$ cat config.mk
export PLATFORM = sky130hd
export DESIGN_NAME = pdd_top
export DESIGN_NICKNAME = d
export VERILOG_FILES = /design/src/hdl/pdd_pkg.sv /design/src/hdl/pdd_sync.sv /design/src/hdl/pdd_pad.sv /design/src/hdl/pdd_top.sv
export SDC_FILE = /design/constraint.sdc
export NUM_CORES = 1
export LEC_CHECK = 0
export ABC_AREA = 1
export BUFFER_PORTS_ARGS = -buffer_cell sky130_fd_sc_hd__buf_4
export CAP_MARGIN = 5
export CORE_MARGIN = 10
export CORE_UTILIZATION = 51
export DETAILED_ROUTE_END_ITERATION = 8
export PLACE_DENSITY = 0.75
export SETUP_SLACK_MARGIN = 0.1
export SLEW_MARGIN = 10
export SYNTH_ARGS = -nofsm -noshare
export SYNTH_HDL_FRONTEND = slang
export SYNTH_HIERARCHICAL = 1
export SYNTH_SLANG_ARGS = --single-unit
$ cat constraint.sdc
create_clock -name clk -period 2.1 [get_ports clk]
set_input_delay 0.105 -clock clk [delete_from_list [all_inputs] [get_ports clk]]
set_output_delay 0.105 -clock clk [all_outputs]
set_load 0.1 [all_outputs]
$ cat src/hdl/pdd_pkg.sv
package pdd_pkg;

    // Port geometry
    localparam int PDD_PIN_W  = 8;
    localparam int PDD_D_W    = 3;
    localparam int PDD_SYNC_W = 3 * PDD_PIN_W + PDD_D_W + 1;

    // Port index within a register group
    localparam logic [1:0] PDD_PA = 2'h0;
    localparam logic [1:0] PDD_PB = 2'h1;
    localparam logic [1:0] PDD_PC = 2'h2;
    localparam logic [1:0] PDD_PD = 2'h3;

    // Group base offsets; low two address bits pick the port
    localparam logic [7:0] PDD_DIN_BASE  = 8'h00;
    localparam logic [7:0] PDD_CTRL_BASE = 8'h04;
    localparam logic [7:0] PDD_DOUT_BASE = 8'h08;
    localparam logic [7:0] PDD_DIR_BASE  = 8'h0C;
    localparam logic [7:0] PDD_DRV_BASE  = 8'h10;

    // Values after reset and answer to unmapped reads
    localparam logic [7:0] PDD_RST_VAL  = 8'h00;
    localparam logic [7:0] PDD_UNMAPPED = 8'h00;

    // Drive select field layouts
    localparam logic [7:0] PDD_AB_OD_MASK   = 8'hF0;
    localparam logic [7:0] PDD_AB_SLEW_MASK = 8'h0F;
    localparam logic [7:0] PDD_C_OD_MASK    = 8'hFF;
    localparam logic [7:0] PDD_D_PIN_MASK   = 8'h07;

    // Pin 7 of the third port doubles as bus enable input
    localparam int PDD_BUS_EN_BIT = 7;

    // Whole state of the top level
    typedef struct packed {
        logic [3:0][7:0] dout_r;     // Output latches, ports A..D
        logic [3:0][7:0] dir_r;      // Direction, ports A..D
        logic [3:0][7:0] drv_r;      // Drive select, ports A..D
        logic [1:0][7:0] ctrl_r;     // Mode control, ports A and B
        logic [7:0]      rdata_r;    // Read answer
        logic [1:0][7:0] addr_in_r;  // Captured high address, A and B
        logic            ale_d_r;    // Strobe history for edge detect
        logic            bus_en_r;   // Bus enable input level
        logic [7:0]      nmx_din_r;  // Data bus read path on port A
    } pdd_state_t;

endpackage : pdd_pkg

$ cat src/hdl/pdd_sync.sv
`timescale 1ns/10ps
// Two-stage synchroniser for pin levels
module pdd_sync
    import pdd_pkg::*;
#(
    parameter int W = 8
) (
    input  wire logic         clk,    // Core clock
    input  wire logic         rst_b,  // Async reset, active low
    input  wire logic [W-1:0] d,      // Asynchronous pin levels
    output logic      [W-1:0] q       // Synchronised levels
);

    typedef struct packed {
        logic [W-1:0] meta_r;
        logic [W-1:0] sync_r;
    } pdd_sync_t;

    pdd_sync_t st_r;
    pdd_sync_t st_nxt;

    // First stage feeds only the second stage
    always_comb begin
        st_nxt        = st_r;
        st_nxt.meta_r = d;
        st_nxt.sync_r = st_r.meta_r;
    end

    always_ff @(posedge clk or negedge rst_b) begin
        if (!rst_b) begin
            st_r <= '0;
        end else begin
            st_r <= st_nxt;
        end
    end

    assign q = st_r.sync_r;

endmodule : pdd_sync

$ cat src/hdl/pdd_pad.sv
`timescale 1ns/10ps
// Registered pad driver for one port
module pdd_pad
    import pdd_pkg::*;
#(
    parameter int W = 8
) (
    input  wire logic         clk,      // Core clock
    input  wire logic         rst_b,    // Async reset, active low
    input  wire logic [W-1:0] val,      // Value to present
    input  wire logic [W-1:0] en,       // Pin is to be driven
    input  wire logic [W-1:0] od,       // Open-drain select
    input  wire logic [W-1:0] fast,     // Fast slew select
    output logic      [W-1:0] pin_o,    // Pad output level
    output logic      [W-1:0] pin_oe,   // Pad output enable
    output logic      [W-1:0] pin_fast  // Pad slew control
);

    typedef struct packed {
        logic [W-1:0] o_r;
        logic [W-1:0] oe_r;
        logic [W-1:0] fast_r;
    } pdd_pad_t;

    pdd_pad_t st_r;
    pdd_pad_t st_nxt;

    // Open drain only ever pulls low; a one floats for the pull-up
    always_comb begin
        st_nxt        = st_r;
        st_nxt.fast_r = fast;
        for (int i = 0; i < W; i++) begin
            if (od[i]) begin
                st_nxt.o_r[i]  = 1'b0;
                st_nxt.oe_r[i] = en[i] & ~val[i];
            end else begin
                st_nxt.o_r[i]  = val[i];
                st_nxt.oe_r[i] = en[i];
            end
        end
    end

    always_ff @(posedge clk or negedge rst_b) begin
        if (!rst_b) begin
            st_r <= '0;
        end else begin
            st_r <= st_nxt;
        end
    end

    assign pin_o    = st_r.o_r;
    assign pin_oe   = st_r.oe_r;
    assign pin_fast = st_r.fast_r;

endmodule : pdd_pad

$ cat src/hdl/pdd_top.sv
`timescale 1ns/10ps
// Overview of operation
// - A drive select bit of one on an open-drain capable pin makes it open drain, else push-pull.
// - A drive select bit of one on a slew-capable pin selects fast slew, zero selects slow.
// - On ports A and B bits 7..4 select open drain and bits 3..0 select fast slew.
// - Port D has three pins; drive bits 2..0 set slew and bits 7..3 do nothing.
// - Every port C pin can be set open drain by its drive select bit.
// - Reading the data-in location returns the current pin levels, not latched; port A reads zero while it is the data bus.
// - The output latch holds written data and drives a pin when its direction bit or output-enable term is one.
// - Reading the output latch returns the last written value, not the pin; port D keeps only bits 2..0.
// - Ports A and B can carry logic array outputs onto their pins.
// - High address pins on ports A and B may be captured by the address strobe.
// - Only port A serves as the 8-bit data bus for a non-multiplexed host.
// - Port C pins given to JTAG are removed from all other I/O use.
// - Ports C and D have no address output and no mode control register.
// - Port C pin 7 can be selected as the data bus enable input.
// - Direction one is output, zero is input, and every pin is an input after reset.
// - On ports A and B control zero is general I/O and one is latched address output.
module pdd_top
    import pdd_pkg::*;
(
    input  wire logic       clk,             // Core clock, 125 MHz
    input  wire logic       rst_b,           // Async reset, active low
    // Register access from the microcontroller
    input  wire logic       bus_cs,          // Register space selected
    input  wire logic       bus_wr,          // Write strobe
    input  wire logic       bus_rd,          // Read strobe
    input  wire logic [7:0] bus_addr,        // Register offset
    input  wire logic [7:0] bus_wdata,       // Write data
    output logic      [7:0] bus_rdata,       // Read data
    // Port A pins
    input  wire logic [7:0] port_a_pin_i,    // Pin levels
    output logic      [7:0] port_a_pin_o,    // Pin drive value
    output logic      [7:0] port_a_pin_oe,   // Pin drive enable
    output logic      [7:0] port_a_fast,     // Fast slew select
    // Port B pins
    input  wire logic [7:0] port_b_pin_i,    // Pin levels
    output logic      [7:0] port_b_pin_o,    // Pin drive value
    output logic      [7:0] port_b_pin_oe,   // Pin drive enable
    output logic      [7:0] port_b_fast,     // Fast slew select
    // Port C pins
    input  wire logic [7:0] port_c_pin_i,    // Pin levels
    output logic      [7:0] port_c_pin_o,    // Pin drive value
    output logic      [7:0] port_c_pin_oe,   // Pin drive enable
    // Port D pins
    input  wire logic [2:0] port_d_pin_i,    // Pin levels
    output logic      [2:0] port_d_pin_o,    // Pin drive value
    output logic      [2:0] port_d_pin_oe,   // Pin drive enable
    output logic      [2:0] port_d_fast,     // Fast slew select
    // Logic array hookup
    input  wire logic [7:0] gla_sel_a,       // Port A pins owned by array
    input  wire logic [7:0] gla_val_a,       // Array outputs for port A
    input  wire logic [7:0] gla_sel_b,       // Port B pins owned by array
    input  wire logic [7:0] gla_val_b,       // Array outputs for port B
    input  wire logic [7:0] pt_oe_a,         // Output-enable terms, A
    input  wire logic [7:0] pt_oe_b,         // Output-enable terms, B
    input  wire logic [7:0] pt_oe_c,         // Output-enable terms, C
    input  wire logic [2:0] pt_oe_d,         // Output-enable terms, D
    // Address functions
    input  wire logic [7:0] addr_out_a,      // Latched address for A
    input  wire logic [7:0] addr_out_b,      // Latched address for B
    input  wire logic       ale_pin,         // Address strobe pin
    input  wire logic       addr_in_latch,   // Capture on strobe edge
    output logic      [7:0] addr_in_a,       // High address from A
    output logic      [7:0] addr_in_b,       // High address from B
    // Non-multiplexed data bus on port A
    input  wire logic       nonmux_bus,      // Port A is the data bus
    input  wire logic [7:0] nonmux_wdata,    // Data to host
    input  wire logic       nonmux_oe,       // Drive data to host
    output logic      [7:0] nonmux_din,      // Data from host
    // Port C special functions
    input  wire logic [7:0] jtag_pin_mask,   // Pins owned by JTAG
    input  wire logic       bus_en_select,   // Pin 7 is bus enable
    output logic            bus_enable_input // Bus enable level
);

    // Whole block state and its next value
    pdd_state_t st_r;
    pdd_state_t st_nxt;

    // Synchronised pins and decode helpers
    logic [PDD_SYNC_W-1:0] pin_sync;
    logic [7:0]            pa_s;
    logic [7:0]            pb_s;
    logic [7:0]            pc_s;
    logic [2:0]            pd_s;
    logic                  ale_s;
    logic [7:0]            c_free;
    logic [1:0]            sel;
    logic [7:0]            din_val;

    // Pad requests, one register ahead of the pins
    logic [7:0] a_val;
    logic [7:0] a_en;
    logic [7:0] b_val;
    logic [7:0] b_en;
    logic [7:0] c_val;
    logic [7:0] c_en;
    logic [2:0] d_val;
    logic [2:0] d_en;

    // All pin inputs and the strobe cross into the clock domain together
    // One shared chain keeps pins and strobe on equal latency;
    // bus and array inputs are on this clock and skip it
    pdd_sync #(
        .W (PDD_SYNC_W)
    ) u_sync (
        .clk   (clk),
        .rst_b (rst_b),
        .d     ({ale_pin, port_d_pin_i, port_c_pin_i,
                 port_b_pin_i, port_a_pin_i}),
        .q     (pin_sync)
    );

    // Slices follow the concatenation order above
    assign pa_s  = pin_sync[7:0];
    assign pb_s  = pin_sync[15:8];
    assign pc_s  = pin_sync[23:16];
    assign pd_s  = pin_sync[26:24];
    assign ale_s = pin_sync[27];
    assign sel   = bus_addr[1:0];

    // Port C pins still free for general I/O
    // Ownership is static set-up; masks drive and data-in alike
    always_comb begin
        c_free = ~jtag_pin_mask;
        if (bus_en_select) begin
            c_free[PDD_BUS_EN_BIT] = 1'b0;
        end
    end

    // Live pin levels seen through the data-in locations
    // Still two edges behind the pin, plus one for the read
    always_comb begin
        din_val = PDD_UNMAPPED;
        if (sel == PDD_PA) begin
            din_val = nonmux_bus ? PDD_RST_VAL : pa_s;
        end else if (sel == PDD_PB) begin
            din_val = pb_s;
        end else if (sel == PDD_PC) begin
            din_val = pc_s & c_free;
        end else begin
            din_val = {5'h00, pd_s};
        end
    end

    // Register writes, reads and capture logic
    always_comb begin
        st_nxt = st_r;
        // Writes; only ports A and B own a mode control register
        // Reads below use st_r, so a same-cycle read sees old data
        // Writes to data-in offsets fall through and are ignored
        if (bus_cs && bus_wr) begin
            if (bus_addr[7:2] == PDD_CTRL_BASE[7:2]) begin
                if (sel == PDD_PA || sel == PDD_PB) begin
                    st_nxt.ctrl_r[sel[0]] = bus_wdata;
                end
            end else if (bus_addr[7:2] == PDD_DOUT_BASE[7:2]) begin
                st_nxt.dout_r[sel] = bus_wdata;
            end else if (bus_addr[7:2] == PDD_DIR_BASE[7:2]) begin
                st_nxt.dir_r[sel] = bus_wdata;
            end else if (bus_addr[7:2] == PDD_DRV_BASE[7:2]) begin
                st_nxt.drv_r[sel] = bus_wdata;
            end
            // Port D keeps only its three pins
            // Readback then shows only what the pins can use
            if (sel == PDD_PD) begin
                st_nxt.dout_r[PDD_PD] = st_nxt.dout_r[PDD_PD]
                                      & PDD_D_PIN_MASK;
                st_nxt.dir_r[PDD_PD]  = st_nxt.dir_r[PDD_PD]
                                      & PDD_D_PIN_MASK;
                st_nxt.drv_r[PDD_PD]  = st_nxt.drv_r[PDD_PD]
                                      & PDD_D_PIN_MASK;
            end
        end
        // Reads answer the cycle after the strobe and then hold
        // Unmapped offsets and absent registers answer zero
        if (bus_cs && bus_rd) begin
            if (bus_addr[7:2] == PDD_DIN_BASE[7:2]) begin
                st_nxt.rdata_r = din_val;
            end else if (bus_addr[7:2] == PDD_CTRL_BASE[7:2]) begin
                if (sel == PDD_PA || sel == PDD_PB) begin
                    st_nxt.rdata_r = st_r.ctrl_r[sel[0]];
                end else begin
                    st_nxt.rdata_r = PDD_UNMAPPED;
                end
            end else if (bus_addr[7:2] == PDD_DOUT_BASE[7:2]) begin
                st_nxt.rdata_r = st_r.dout_r[sel];
            end else if (bus_addr[7:2] == PDD_DIR_BASE[7:2]) begin
                st_nxt.rdata_r = st_r.dir_r[sel];
            end else if (bus_addr[7:2] == PDD_DRV_BASE[7:2]) begin
                st_nxt.rdata_r = st_r.drv_r[sel];
            end else begin
                st_nxt.rdata_r = PDD_UNMAPPED;
            end
        end
        // High address inputs: captured on the strobe's rising edge,
        // or followed every cycle when capture is off
        // Pins share the strobe's sync delay, so they need only be stable as the strobe rises
        st_nxt.ale_d_r = ale_s;
        if (!addr_in_latch || (ale_s && !st_r.ale_d_r)) begin
            st_nxt.addr_in_r[0] = pa_s;
            st_nxt.addr_in_r[1] = pb_s;
        end
        // Bus enable reads low whenever the pin is not assigned to it,
        // and a JTAG claim on the pin wins over the bus enable
        st_nxt.bus_en_r  = bus_en_select
                         & ~jtag_pin_mask[PDD_BUS_EN_BIT]
                         & pc_s[PDD_BUS_EN_BIT];
        st_nxt.nmx_din_r = nonmux_bus ? pa_s : PDD_RST_VAL;
    end

    // Port A: data bus, address out, logic array, then general I/O
    // Data bus first, so a stale latch never fights the host
    // Array-owned pins are always enabled
    always_comb begin
        for (int i = 0; i < PDD_PIN_W; i++) begin
            if (nonmux_bus) begin
                a_val[i] = nonmux_wdata[i];
                a_en[i]  = nonmux_oe;
            end else if (st_r.ctrl_r[0][i]) begin
                a_val[i] = addr_out_a[i];
                a_en[i]  = st_r.dir_r[PDD_PA][i] | pt_oe_a[i];
            end else if (gla_sel_a[i]) begin
                a_val[i] = gla_val_a[i];
                a_en[i]  = 1'b1;
            end else begin
                a_val[i] = st_r.dout_r[PDD_PA][i];
                a_en[i]  = st_r.dir_r[PDD_PA][i] | pt_oe_a[i];
            end
        end
    end

    // Port B: address out, logic array, then general I/O
    // Same order as port A, without the data bus
    always_comb begin
        for (int i = 0; i < PDD_PIN_W; i++) begin
            if (st_r.ctrl_r[1][i]) begin
                b_val[i] = addr_out_b[i];
                b_en[i]  = st_r.dir_r[PDD_PB][i] | pt_oe_b[i];
            end else if (gla_sel_b[i]) begin
                b_val[i] = gla_val_b[i];
                b_en[i]  = 1'b1;
            end else begin
                b_val[i] = st_r.dout_r[PDD_PB][i];
                b_en[i]  = st_r.dir_r[PDD_PB][i] | pt_oe_b[i];
            end
        end
    end

    // Ports C and D: general I/O only, reserved pins never driven
    // Port D has no open drain, hence the zero select below
    always_comb begin
        c_val = st_r.dout_r[PDD_PC];
        c_en  = (st_r.dir_r[PDD_PC] | pt_oe_c) & c_free;
        d_val = st_r.dout_r[PDD_PD][2:0];
        d_en  = st_r.dir_r[PDD_PD][2:0] | pt_oe_d;
    end

    // Upper nibble is open drain, lower nibble is slew
    // Each pad adds one edge between state and pin
    // Open drain pins rely on the external pull-up
    pdd_pad #(
        .W (PDD_PIN_W)
    ) u_pad_a (
        .clk      (clk),
        .rst_b    (rst_b),
        .val      (a_val),
        .en       (a_en),
        .od       (st_r.drv_r[PDD_PA] & PDD_AB_OD_MASK),
        .fast     (st_r.drv_r[PDD_PA] & PDD_AB_SLEW_MASK),
        .pin_o    (port_a_pin_o),
        .pin_oe   (port_a_pin_oe),
        .pin_fast (port_a_fast)
    );

    // Port B shares the drive layout of port A
    pdd_pad #(
        .W (PDD_PIN_W)
    ) u_pad_b (
        .clk      (clk),
        .rst_b    (rst_b),
        .val      (b_val),
        .en       (b_en),
        .od       (st_r.drv_r[PDD_PB] & PDD_AB_OD_MASK),
        .fast     (st_r.drv_r[PDD_PB] & PDD_AB_SLEW_MASK),
        .pin_o    (port_b_pin_o),
        .pin_oe   (port_b_pin_oe),
        .pin_fast (port_b_fast)
    );

    // Port C has no slew control, so the slew output is left unused
    // All eight drive bits written for port C go to the open-drain select
    pdd_pad #(
        .W (PDD_PIN_W)
    ) u_pad_c (
        .clk      (clk),
        .rst_b    (rst_b),
        .val      (c_val),
        .en       (c_en),
        .od       (st_r.drv_r[PDD_PC] & PDD_C_OD_MASK),
        .fast     (PDD_RST_VAL),
        .pin_o    (port_c_pin_o),
        .pin_oe   (port_c_pin_oe),
        .pin_fast ()
    );

    // Three-pin pad for port D, slew only
    pdd_pad #(
        .W (PDD_D_W)
    ) u_pad_d (
        .clk      (clk),
        .rst_b    (rst_b),
        .val      (d_val),
        .en       (d_en),
        .od       (3'h0),
        .fast     (st_r.drv_r[PDD_PD][2:0]),
        .pin_o    (port_d_pin_o),
        .pin_oe   (port_d_pin_oe),
        .pin_fast (port_d_fast)
    );

    // Everything clears to zero, so every pin starts as an input
    // Constants only, so release needs nothing but a running clock
    always_ff @(posedge clk or negedge rst_b) begin
        if (!rst_b) begin
            st_r <= '0;
        end else begin
            st_r <= st_nxt;
        end
    end

    // Outputs straight from the state register
    assign bus_rdata        = st_r.rdata_r;
    assign addr_in_a        = st_r.addr_in_r[0];
    assign addr_in_b        = st_r.addr_in_r[1];
    assign bus_enable_input = st_r.bus_en_r;
    assign nonmux_din       = st_r.nmx_din_r;

endmodule : pdd_top

---- Yosys cells after proc, flatten, opt, wreduce, memory -nomap -nowiden ----
Cells that the tools add are included.
word-level totals
  flip-flop bits (word level) ............. 267
  input port bits ......................... 144
  word-level logic and storage cells ...... 279
operators by class
  $lt $le $gt $ge ......................... 4
  equal/unequal tests ..................... 10
  muxes and demuxes ....................... 149
  bitwise gates (word level) .............. 59
  reduce and logical (&&, ||, !) cells .... 21
operators by type and width
  operator            number
  $mux 8              21
  $mux 32             4
  $mux 1              113
  $bwmux 32           3
  $mux 96             1
  $mux 64             1
  $bmux 8 s2          3
  $not 1->1           20
  $and 1x1->1         18
  $and 8x8->8         2
  $bwmux 16           1
  $demux 8 s2         1
  $or 1x1->1          16
  $eq 6x2->1 const B  2
  $reduce_and 5->1    2
  $reduce_and 3->1    3
  $demux 8 s1         1
  $not 8->8           1
  $or 8x8->8          1
  $reduce_and 4->1    2
  $eq 6x1->1 const B  1
  $eq 6x3->1 const B  1
  $logic_not 6->1     1
  $ne 2x1->1 const B  3
  12 further kinds    21

---- Depth between registers and ports, before layout ----
Gate-level depths: netlist (run 1).
  depth after elaboration ................. 10
  depth in mapped cells ................... 11

---- Cells and area by module ----
Netlist (run 1), hierarchy kept.
by module, submodules not included
  module                  times used  cells an instance  area each (um2)
  pdd_top                 1           1020               7791.2
  pdd_pad at u_pad_a ...  3           56                 730.7
  pdd_sync                1           56                 1401.3
  pdd_pad at u_pad_d      1           21                 274.0

---- Least setup slack after synthesis (run 1) ----
Ideal clock, no wire load.
  path type ............................... register -> register
  from .................................... reg st_r[9] (netlist bit)
  to ...................................... reg st_r (netlist bit addr_in_a[0])
  library setup time ...................... 125 ps
  arrival ................................. 1337 ps
  path slack .............................. 638 ps
  cell stages (with the launch flop) ...... 4
  period minus slack after synthesis ...... 1462 ps
  cells stage by stage .................... dfrtp_1 > o21ai_1 > buf_2 > mux2_2
between the ends
  longest elaborated chain between the ends .. 3
ends and longest elaborated chain
  item                    line            RTL
  from (decl)             pdd_top.sv:78   pdd_state_t st_r;
  from (signal assigned)  pdd_top.sv:329  st_r <= st_nxt;
  $logic_not 1->1         pdd_top.sv:201  if (!addr_in_latch || (ale_s && !st_r.ale_d_r)) begin
  $logic_and 1x1->1       pdd_top.sv:201
  $logic_or 1x1->1        pdd_top.sv:201
No other way between the ends.
A chain may end at the register's enable or synchronous reset.

---- Final worst setup path (run 1) ----
  from .................................... in nonmux_bus
  to ...................................... reg u_pad_a.st_r (netlist bit u_pad_a/pin_o[0])
between the ends
  longest elaborated chain between the ends .. 1
ends and longest elaborated chain
  item                  line            RTL
  from (decl)           pdd_top.sv:67   input wire logic nonmux_bus,
  $mux 1                pdd_top.sv:218  if (nonmux_bus) begin
  via a_val[0]          pdd_top.sv:93   logic [7:0] a_val;
  to (signal assigned)  pdd_pad.sv:47   st_r <= st_nxt;
  to (decl)             pdd_pad.sv:25   pdd_pad_t st_r;
The timed path passes the listed nets, and every way through them passes these cells.

==> impl_results.md, run 1 <==
- Max_slew headroom: 0.594
- Gate power share: 0.162
- Fin util: 0.715
- Hold Buf Count CTS: 108
- Cell count after synthesis: roughly 1.3k
- Run status: finished, final reports clean
- Layout cells sized above 1: 0.225
- Skew-Pair Late Insertion Delay: 0.55 ns
- Ys Warns: 6
- FF/Latch Area: about 0.007 mm²
- Pwr Density: ~850 mW/mm²
- Placed insts: 1771
- Post-CTS Resized: 0
- Inserted Diodes: 0
- Clock Path Buffers: 3
- Sequential share of power: 0.425
- Unrepaired setup endpoints after global routing: no
- Clock Tree Root: clkbuf_16
- Net Sw Frac: 0.283
- # fillers: about 1.6k
- Worst-path clk slew: 0.06 ns
- DRT Pass-1 Iters: 5
- Initial antenna violation count: 0
- Worst Path Required: between 2 and 3 ns
- First-pass GRT wire length: 57.0 mm
- Min-delay src: addr_out_a[7]
- ANT nets after route: 0
- Crit end category: register
- CP arrival: between 2 and 2.5 ns
- Launch point of the critical path: nonmux_bus
- Final wirelength: 37.1 mm
- IO Count: 250
- WS Path Type: input pin to register
- Vias per cell: 5.10
- Fmax: ~570 MHz
- Final Hold Viols: 0
- Row Count: 54
- Mean Syn Cell Area: 9.12 µm²
- Design Power: roughly 13 mW
- # DRC: 0
- Path depth of the worst reg2reg path: 4
- # nets final: roughly 1.8k
- Max-slew violations: 0
- Die area: slightly below 0.03 mm²
- Chip width: about 170 µm
- R2R Path End: u_pad_a/pin_oe[5]$_DFF_PN0_
- Initial core utilization: 0.522
- H-tree depth: 1
- Initial DRC Count: a little over 800
- Total GRT Usage: 0.251
- Reg-to-Reg Start: st_r[39]$_DFFE_PN0P_
- CP Launch Type: input pin
- Wire per inst: 19.2 µm
- Dpl cell area: roughly 0.014 mm²
- Clk pwr share: 0.413
- Largest Register: st_r
- Tightest Pin Transition: 0.607 ns
- Via count: 9840
- Gpl congestion: about 0.92
- Largest net degree at the start of global routing: 75
- Max reg flops: 102
- Sw Pwr: 3.79 mW
- Pleak: roughly 8.0 nW
- Core Area: about 0.022 mm²
- Total of max-cap violations: 0
- CTS tree: built
- Clock sink count: ~280
- Fin area: 0.0157 mm²
- Final setup vio count: 0
- Die H: roughly 170 µm
- Worst hold-check path type: input pin to register
- Setup bufs post-CTS: 0
- Final worst path period share: 0.841
- CP Max Fanout: 27
- CTS buffer count: 29
- Global route total overflow: 0
- TNS Setup: 0 ns
- Skew final: ~0.017 ns
- Min Tclk post-route: 1.77 ns
- Synth-to-layout area growth: 37.1%
- Footprint of the multi-input gates: roughly 0.0037 mm²
- Mapped Area: between 0.01 and 0.015 mm²
- VDD IR max: 0.000955 V
- Design internal power: a little under 10 mW
- Non-filler cells in the finished layout: around 1.9k
- PortBufs: ~250
- FF-to-FF setup slack: around 0.36 ns
- Critical Path End: u_pad_a/pin_o[0]$_DFF_PN0_
- DP HPWL: about 26 mm
- Vias in the first global route: a little over 10k
-- power groups by stage --
stage | registers [mW] | logic (mW) | clock network (mW)
after global placement | 5.77 | 1.97 | 0
after floorplan | 6.24 | 0.838 | 0
after CTS | 5.69 | 2.16 | 5.60
final | 5.69 | 2.17 | 5.54
after global routing | 5.71 | 2.30 | 5.83
after detailed placement | 5.78 | 1.99 | 0
-- cells in the final DEF (no fill, tap or decap), types with 6 or more instances in the layout --
cell type and count:
dfrtp_1 275, a211o_1 15, inv_1 149, nor2_1 148
conb_1 30, mux2_2 16, o21ai_0 106, a21oi_1 72
nand4_1 8, nand3b_1 7, buf_4 269, nor3_1 7
clkbuf_16 29, dlygate4sd3_1 108, nand2_1 312, bufinv_16 6
nand3_1 29, o21ai_2 7
-- worst max-delay path: stages --
cell           delay (ns)
dlygate4sd3_1        0.54
buf_4                0.25
inv_1                0.35
nor2_1               0.08
a21oi_1              0.18
dlygate4sd3_1        0.58
inv_1                0.04
nor2_1               0.09
-- metrics by stage --
step | hold slack (ns) | setup slack, ns
2_1_floorplan | -0.191 | 0.638
3_3_place_gp | 0.0373 | 0.396
3_5_place_dp | 0.0395 | 0.373
4_1_cts | 0.00235 | 0.360
5_1_grt | 0.0178 | 0.203
6_report | 0.0158 | 0.334
-- how the worst min path moves through the flow --
| stage | end | slack (ns) | cells after the start |
|---|---|---|---|
| 2_1_floorplan | addr_in_a[0]$_DFFE_PN0P_ | -0.19 | 0 |
| 3_3_place_gp | st_r[60]$_DFFE_PN0P_ | 0.04 | 1 |
| 3_5_place_dp | st_r[60]$_DFFE_PN0P_ | 0.04 | 1 |
| 4_1_cts | u_pad_a/pin_oe[7]$_DFF_PN0_ | 0.002 | 4 |
| 5_1_grt | u_pad_a/pin_oe[7]$_DFF_PN0_ | 0.02 | 4 |
| 6_report | u_pad_a/pin_oe[7]$_DFF_PN0_ | 0.02 | 4 |
-- layer usage --
layer	share of wire	global-route usage
met1	0.40	0.314
met2	0.49	0.425
met3	0.090	0.0683
met4	0.018	0.0610
met5	0	0
-- cell type report --
| cell class | count | share of cell area |
|---|---|---|
| well taps | 280 | 0.0223 |
| inverters | 152 | 0.0363 |
| clock buffers | 35 | 0.0502 |
| repair buffers | 381 | 0.202 |
| flip-flops and latches | 275 | 0.438 |
| clock inverters | 16 | 0.0158 |
| multi-input cells | 791 | 0.235 |
Note: power is estimated with default switching activity, not from simulation.
==> run 2, diff against run 1 <==
Clock period 2.1 ns to 1.76 ns, I/O delays scaled along.
==> run 2 against run 1 <==
  * Clock-buffer cell count grew 2
  * Register-to-register slack got worse by 0.20 ns
  * Worst setup slack got worse by 0.17 ns
  * Clock skew is 0.0085 ns lower
  * Sequential cell count unchanged
  * Die area unchanged
  * Clock power is 19% higher
  * Non-clock buffer count increased by 14
  * Total power increased by 19%
  * Sequential power increased by 19%
  * Routed wire length fell by 1.4%
  * Final cell count rose by 0.73%
  * Critical path type is now register to register
  * Critical endpoint is now u_pad_a/pin_oe[7]$_DFF_PN0_
  * Largest power group unchanged
  * Highest routed layer unchanged
==> impl_results.md, run 2 (synthesized netlist as in run 1, its figures left out) <==
- Run status: finished, final reports clean
- Skew-Pair Late Insertion Delay: 0.54 ns
- ANT nets after route: 0
- Pwr Density: a little over 1000 mW/mm²
- Crit path max-delay cell type: dlygate4sd3_1
- Wire per inst: 18.8 µm
- CTS buffer count: 28
- WS Path Type: register to register
- Sequential share of power: 0.425
- Via count: between 9k and 10k
- CP cell instances: a211o_1, a21oi_1, dlygate4sd3_1, a21oi_1
- CP Launch Type: register
- Row Count: 54
- H-tree depth: 1
- Total of max-cap violations: 0
- Worst hold slack: a little under 0.009 ns
- Layout cells sized above 1: 0.235
- Pleak: 8.08 nW
- Final Hold Viols: 0
- Die H: between 150 and 200 µm
- TNS Setup: 0 ns
- Final wirelength: 36.6 mm
- # DRC: 0
- Most common cell after layout, fill and taps aside: nand2_1
- Max-slew violations: 0
- Worst Path Required: between 2 and 2.5 ns
- Tightest Pin Transition: around 0.56 ns
- Clock Path Buffers: 3
- Global route total overflow: 0
- Fmax: 627 MHz
- CP Max Fanout: 5
- Worst hold-check path type: input pin to register
- Max incr delay on CP: approximately 0.58 ns
- Gate power share: 0.163
- Largest Register: st_r
- Crit path top cell by count: a21oi_1
- PortBufs: ~250
- Chip width: 170 µm
- Final setup vio count: 0
- DP HPWL: 25.7 mm
- Die area: 0.0289 mm²
- Clk pwr share: 0.412
- DRT Pass-1 Iters: 5
- Initial antenna violation count: 1
- Vias per cell: between 5 and 6
- Vias in the first global route: around 10k
- CP arrival: between 2 and 2.5 ns
- Total GRT Usage: 0.248
- Initial DRC Count: approximately 800
- Clock Tree Root: clkbuf_16
- Net Sw Frac: 0.281
- Synth-to-layout area growth: 38.1%
- Initial core utilization: 0.522
- Skew final: approximately 0.0083 ns
- Worst-path clk slew: 0.06 ns
- Crit end category: register
- CTS tree: built
- Unrepaired setup endpoints after global routing: no
- IO Count: 250
- Design internal power: around 11 mW
- Min Tclk post-route: 1.60 ns
- Max reg flops: between 100 and 150
- Max_slew headroom: 0.623
- VDD IR max: 0.000894 V
- Clock sink count: 275
- First-pass GRT wire length: roughly 57 mm
- # nets final: between 1.5k and 2k
- Gpl congestion: 0.948
- Sw Pwr: 4.49 mW
- Leading cell types in the layout, fill and taps excluded: nand2_1, buf_4, dfrtp_1, inv_1, nor2_1
- Final worst path period share: 0.907
- Largest net degree at the start of global routing: 63
- Core Area: around 0.022 mm²
-- run 2: cell types whose count changed in the layout (fill, tap and decap cells not counted) --
cell and delta:
a21oi_1 -3, a21oi_2 +3, buf_12 +1, buf_4 +16, clkbuf_1 +2, clkinv_2 -3, dfrtp_1 -2, dfrtp_2 +2
diode_2 +1, dlygate4sd3_1 -3
-- run 2: layout make-up --
class                      instances  area (µm²)
fill                            1558        6130
clock buffer                      37         796
inverter                         152         571
antenna                            1        2.50
sequential                       275        6880
timing repair buffer             395        3290
tap                              280         350
clock inverter                    13         233
multi-input combinational        791        3700
-- run 2: final timing paths --
kind | start | to | slack [ns] | depth (start not counted)
min | addr_out_a[1] | u_pad_a/pin_o[1]$_DFF_PN0_ | 0.009 | 5
max | st_r[41]$_DFFE_PN0P_ | u_pad_a/pin_oe[7]$_DFF_PN0_ | 0.16 | 4
min reg2reg | u_sync/st_nxt[26]$_DFF_PN0_ | u_sync/q[26]$_DFF_PN0_ | 0.35 | 0
min in group asynchronous | rst_b | st_r[65]$_DFFE_PN0P_ | 0.10 | 2
max reg2reg | st_r[41]$_DFFE_PN0P_ | u_pad_a/pin_oe[7]$_DFF_PN0_ | 0.16 | 4
max in group asynchronous | rst_b | u_sync/st_nxt[6]$_DFF_PN0_ | 0.98 | 3
-- run 2: timing repair --
| item | 4_1_cts | 5_1_grt |
|---|---|---|
| gates resized for setup | 0 | 5 |
| endpoints found under the hold margin | 377 | 0 |
| hold buffers | 107 | 0 |
| buffers inserted | 0 | 5 |
| setup endpoints to repair | 0 | 3 |
-- run 2: power by group through the flow --
stage / clock [mW] / combinational [mW] / sequential (mW)
detailed placement: 0 / 2.39 / 6.90
global route: 6.86 / 2.76 / 6.82
global placement: 0 / 2.36 / 6.88
floorplan: 0 / 1.00 / 7.45
CTS: 6.64 / 2.59 / 6.79
finish: 6.57 / 2.61 / 6.79
-- run 2: stage by stage --
step	utilization	total power, mW	std cells	instance area, µm²	setup slack (ns)
2_1_floorplan	-	8.45	1286	11600	0.298
3_3_place_gp	0.623	9.25	1783	13700	0.245
3_5_place_dp	0.623	9.29	1783	13700	0.206
4_1_cts	0.719	16.0	1940	15800	0.133
5_1_grt	0.721	16.4	1944	15800	0.106
6_report	0.721	16.0	1944	15800	0.164
-- run 2: per-layer routing --
| layer | vias to the layer above | share of wire | global-route usage |
|---|---|---|---|
| met1 | 4713 | 0.39 | 0.297 |
| li1 | 4664 | - | - |
| met2 | 429 | 0.49 | 0.419 |
| met5 | - | 0 | 0 |
| met3 | 76 | 0.096 | 0.0752 |
| met4 | 0 | 0.031 | 0.0824 |
-- run 2: worst max-delay path: cells and delay by family, from the launching register on --
kind / cells / cell delay, ns
AO/OA/AOI/OAI: 3 / 0.47
buffers and inverters: 1 / 0.58
flip-flops: 1 / 0.43
==> run 3, diff against run 2 <==
Clock period 1.76 ns to 1.8 ns, I/O delays scaled along.
==> run 3 against run 2 <==
  * The flow now finishes with violations (negative hold slack)
  * Register-to-register slack got worse by 0.02 ns
  * Clock power is 5.8% lower
  * Maximum frequency is 3.6% lower
  * Total power is 3.6% lower
  * Routed wire length increased by 1.0%
  * Sequential cell count did not move
  * Combinational power down 2%
  * Via count increased by 0.59%
  * Final cell count increased by 0.31%
  * Hold slack worse by 0.013 ns
  * Non-clock buffer count rose by 2
  * Clock skew decreased by 0.0013 ns
==> impl_results.md, run 3 (synthesized netlist as in run 1, its figures left out) <==
- Worst-path clk slew: approximately 0.070 ns
- TNS Setup: 0 ns
- Clock sink count: roughly 280
- First-pass GRT wire length: around 57 mm
- Row Count: 54
- IO Count: 250
- Max-slew violations: 0
- Run status: finished, violations left
- Gpl congestion: 0.971
- Final Hold Viols: 2
- Gate power share: 0.167
- Worst hold-check path type: input pin to register
- Post-Place Worst Slack: around 0.11 ns
- Largest Register: st_r
- Core Area: roughly 0.022 mm²
- Net Sw Frac: 0.284
- H-tree depth: 1
- Crit end category: register
- Skew-Pair Late Insertion Delay: ~0.54 ns
- CTS buffer count: 28
- DRT Pass-1 Iters: 5
- Final setup vio count: 0
- Pwr Density: between 900 and 1000 mW/mm²
- Chip width: between 150 and 200 µm
- Tightest Pin Transition: ~0.57 ns
- Critical Path End: u_pad_a/pin_o[2]$_DFF_PN0_
- Die H: ~170 µm
- Total of max-cap violations: 0
- Initial DRC Count: ~960
- R2R Path End: u_pad_a/pin_o[2]$_DFF_PN0_
- Wire per inst: about 19 µm
- Max incr delay on CP: roughly 0.58 ns
- Unrepaired setup endpoints after global routing: yes
- Pleak: roughly 8 nW
- Fin area: 0.0158 mm²
- Final worst slack: ~0.15 ns
- Max_slew headroom: 0.620
- Clock Tree Root: clkbuf_16
- FF/Latch Area: roughly 0.007 mm²
- # nets final: 1789
- Leading cell types in the layout, fill and taps excluded: nand2_1, buf_4, dfrtp_1, inv_1, nor2_1
- PortBufs: around 250
- CTS tree: built
- Design internal power: about 11 mW
- # DRC: 0
- Fmax: around 600 MHz
- Largest net degree at the start of global routing: 56
- Via count: between 9k and 10k
- ANT nets after route: 0
- Sw Pwr: 4.38 mW
- CP Launch Type: register
- Die area: approximately 0.029 mm²
- Dpl cell area: 0.0137 mm²
- DP HPWL: 25.6 mm
- Worst hold slack: -0.00412 ns
- FF-to-FF setup slack: approximately 0.15 ns
- VDD IR max: 0.00114 V
- Max reg flops: 102
- Skew final: between 0.007 and 0.008 ns
- Launch point of the critical path: st_r[36]$_DFFE_PN0P_
- Total GRT Usage: 0.251
- Path depth of the worst reg2reg path: 5
- # fillers: between 1.5k and 2k
- Reg-to-Reg Start: st_r[36]$_DFFE_PN0P_
- Footprint of the multi-input gates: around 0.0037 mm²
- CP Max Fanout: 3
- Failing checks: negative hold slack
- Non-filler cells in the finished layout: between 1.5k and 2k
- Most common cell after layout, fill and taps aside: nand2_1
- Clk pwr share: 0.402
- Initial antenna violation count: 2
- Final wirelength: ~37 mm
- Vias in the first global route: between 10k and 15k
- CP arrival: around 2.1 ns
- CP cell instances: a211o_1, a21oi_2, dlygate4sd3_1, inv_1, nor2_2
- Final worst path period share: 0.919
- Sequential share of power: 0.431
- WS Path Type: register to register
- Min Tclk post-route: ~1.7 ns
- Global route total overflow: 0
- Crit path max-delay cell type: dlygate4sd3_1
- Worst Path Required: about 2.3 ns
- Vias per cell: a little over 5
- Placed insts: 1780
- Clock Path Buffers: 3
- Initial core utilization: 0.522
- Layout cells sized above 1: 0.239
- Synth-to-layout area growth: 38.3%
-- run 3: timing repair --
action	CTS	global route
setup endpoints to repair	0	10
setup buffers	0	7
gates resized for setup	0	16
endpoints found under the hold margin	378	0
hold buffers	111	0
-- run 3: final cells by class --
class,instances,share of cell area
Timing Repair Buffer,397,0.210
Antenna cell,3,0.000474
Tap cell,280,0.0221
Inverter,152,0.0362
Sequential cell,275,0.435
Clock buffer,40,0.0522
Multi-Input combinational cell,791,0.234
Clock inverter,12,0.0105
-- run 3: worst min-delay path by stage --
stage | startpoint | to | depth (start not counted)
final | addr_out_a[5] | u_pad_a/pin_o[5]$_DFF_PN0_ | 5
after global placement | rst_b | u_pad_a/pin_fast[3]$_DFF_PN0_ | 1
after CTS | pt_oe_a[7] | u_pad_a/pin_oe[7]$_DFF_PN0_ | 5
after floorplan | rst_b | addr_in_a[0]$_DFFE_PN0P_ | 0
after global routing | pt_oe_a[2] | u_pad_a/pin_oe[2]$_DFF_PN0_ | 5
after detailed placement | rst_b | u_pad_a/pin_fast[3]$_DFF_PN0_ | 1
-- run 3: worst max-delay path, delay by kind of cell, from the launching register on --
kind	cells	cell delay, ns
compound gates	2	0.45
buf+inv	2	0.63
simple gates	1	0.08
flops	1	0.41
-- run 3: power groups by stage --
stage               Combinational (mW)  Clock [mW]  Sequential [mW]
floorplan                        0.978           0             7.28
global placement                  2.31           0             6.73
detailed placement                2.34           0             6.74
CTS                               2.54        6.25             6.63
global route                      2.73        6.52             6.66
finish                            2.57        6.19             6.64
-- run 3: metrics by stage --
stage,util,power (mW)
floorplan,-,8.26
detailed placement,0.622,9.08
global route,0.722,15.9
CTS,0.718,15.4
finish,0.722,15.4
global placement,0.622,9.03
-- run 3: layer usage --
layer  part of all wire  GRT usage
met5                  0          0
met1               0.38      0.301
met3              0.099     0.0736
met2               0.50      0.433
met4              0.020     0.0683
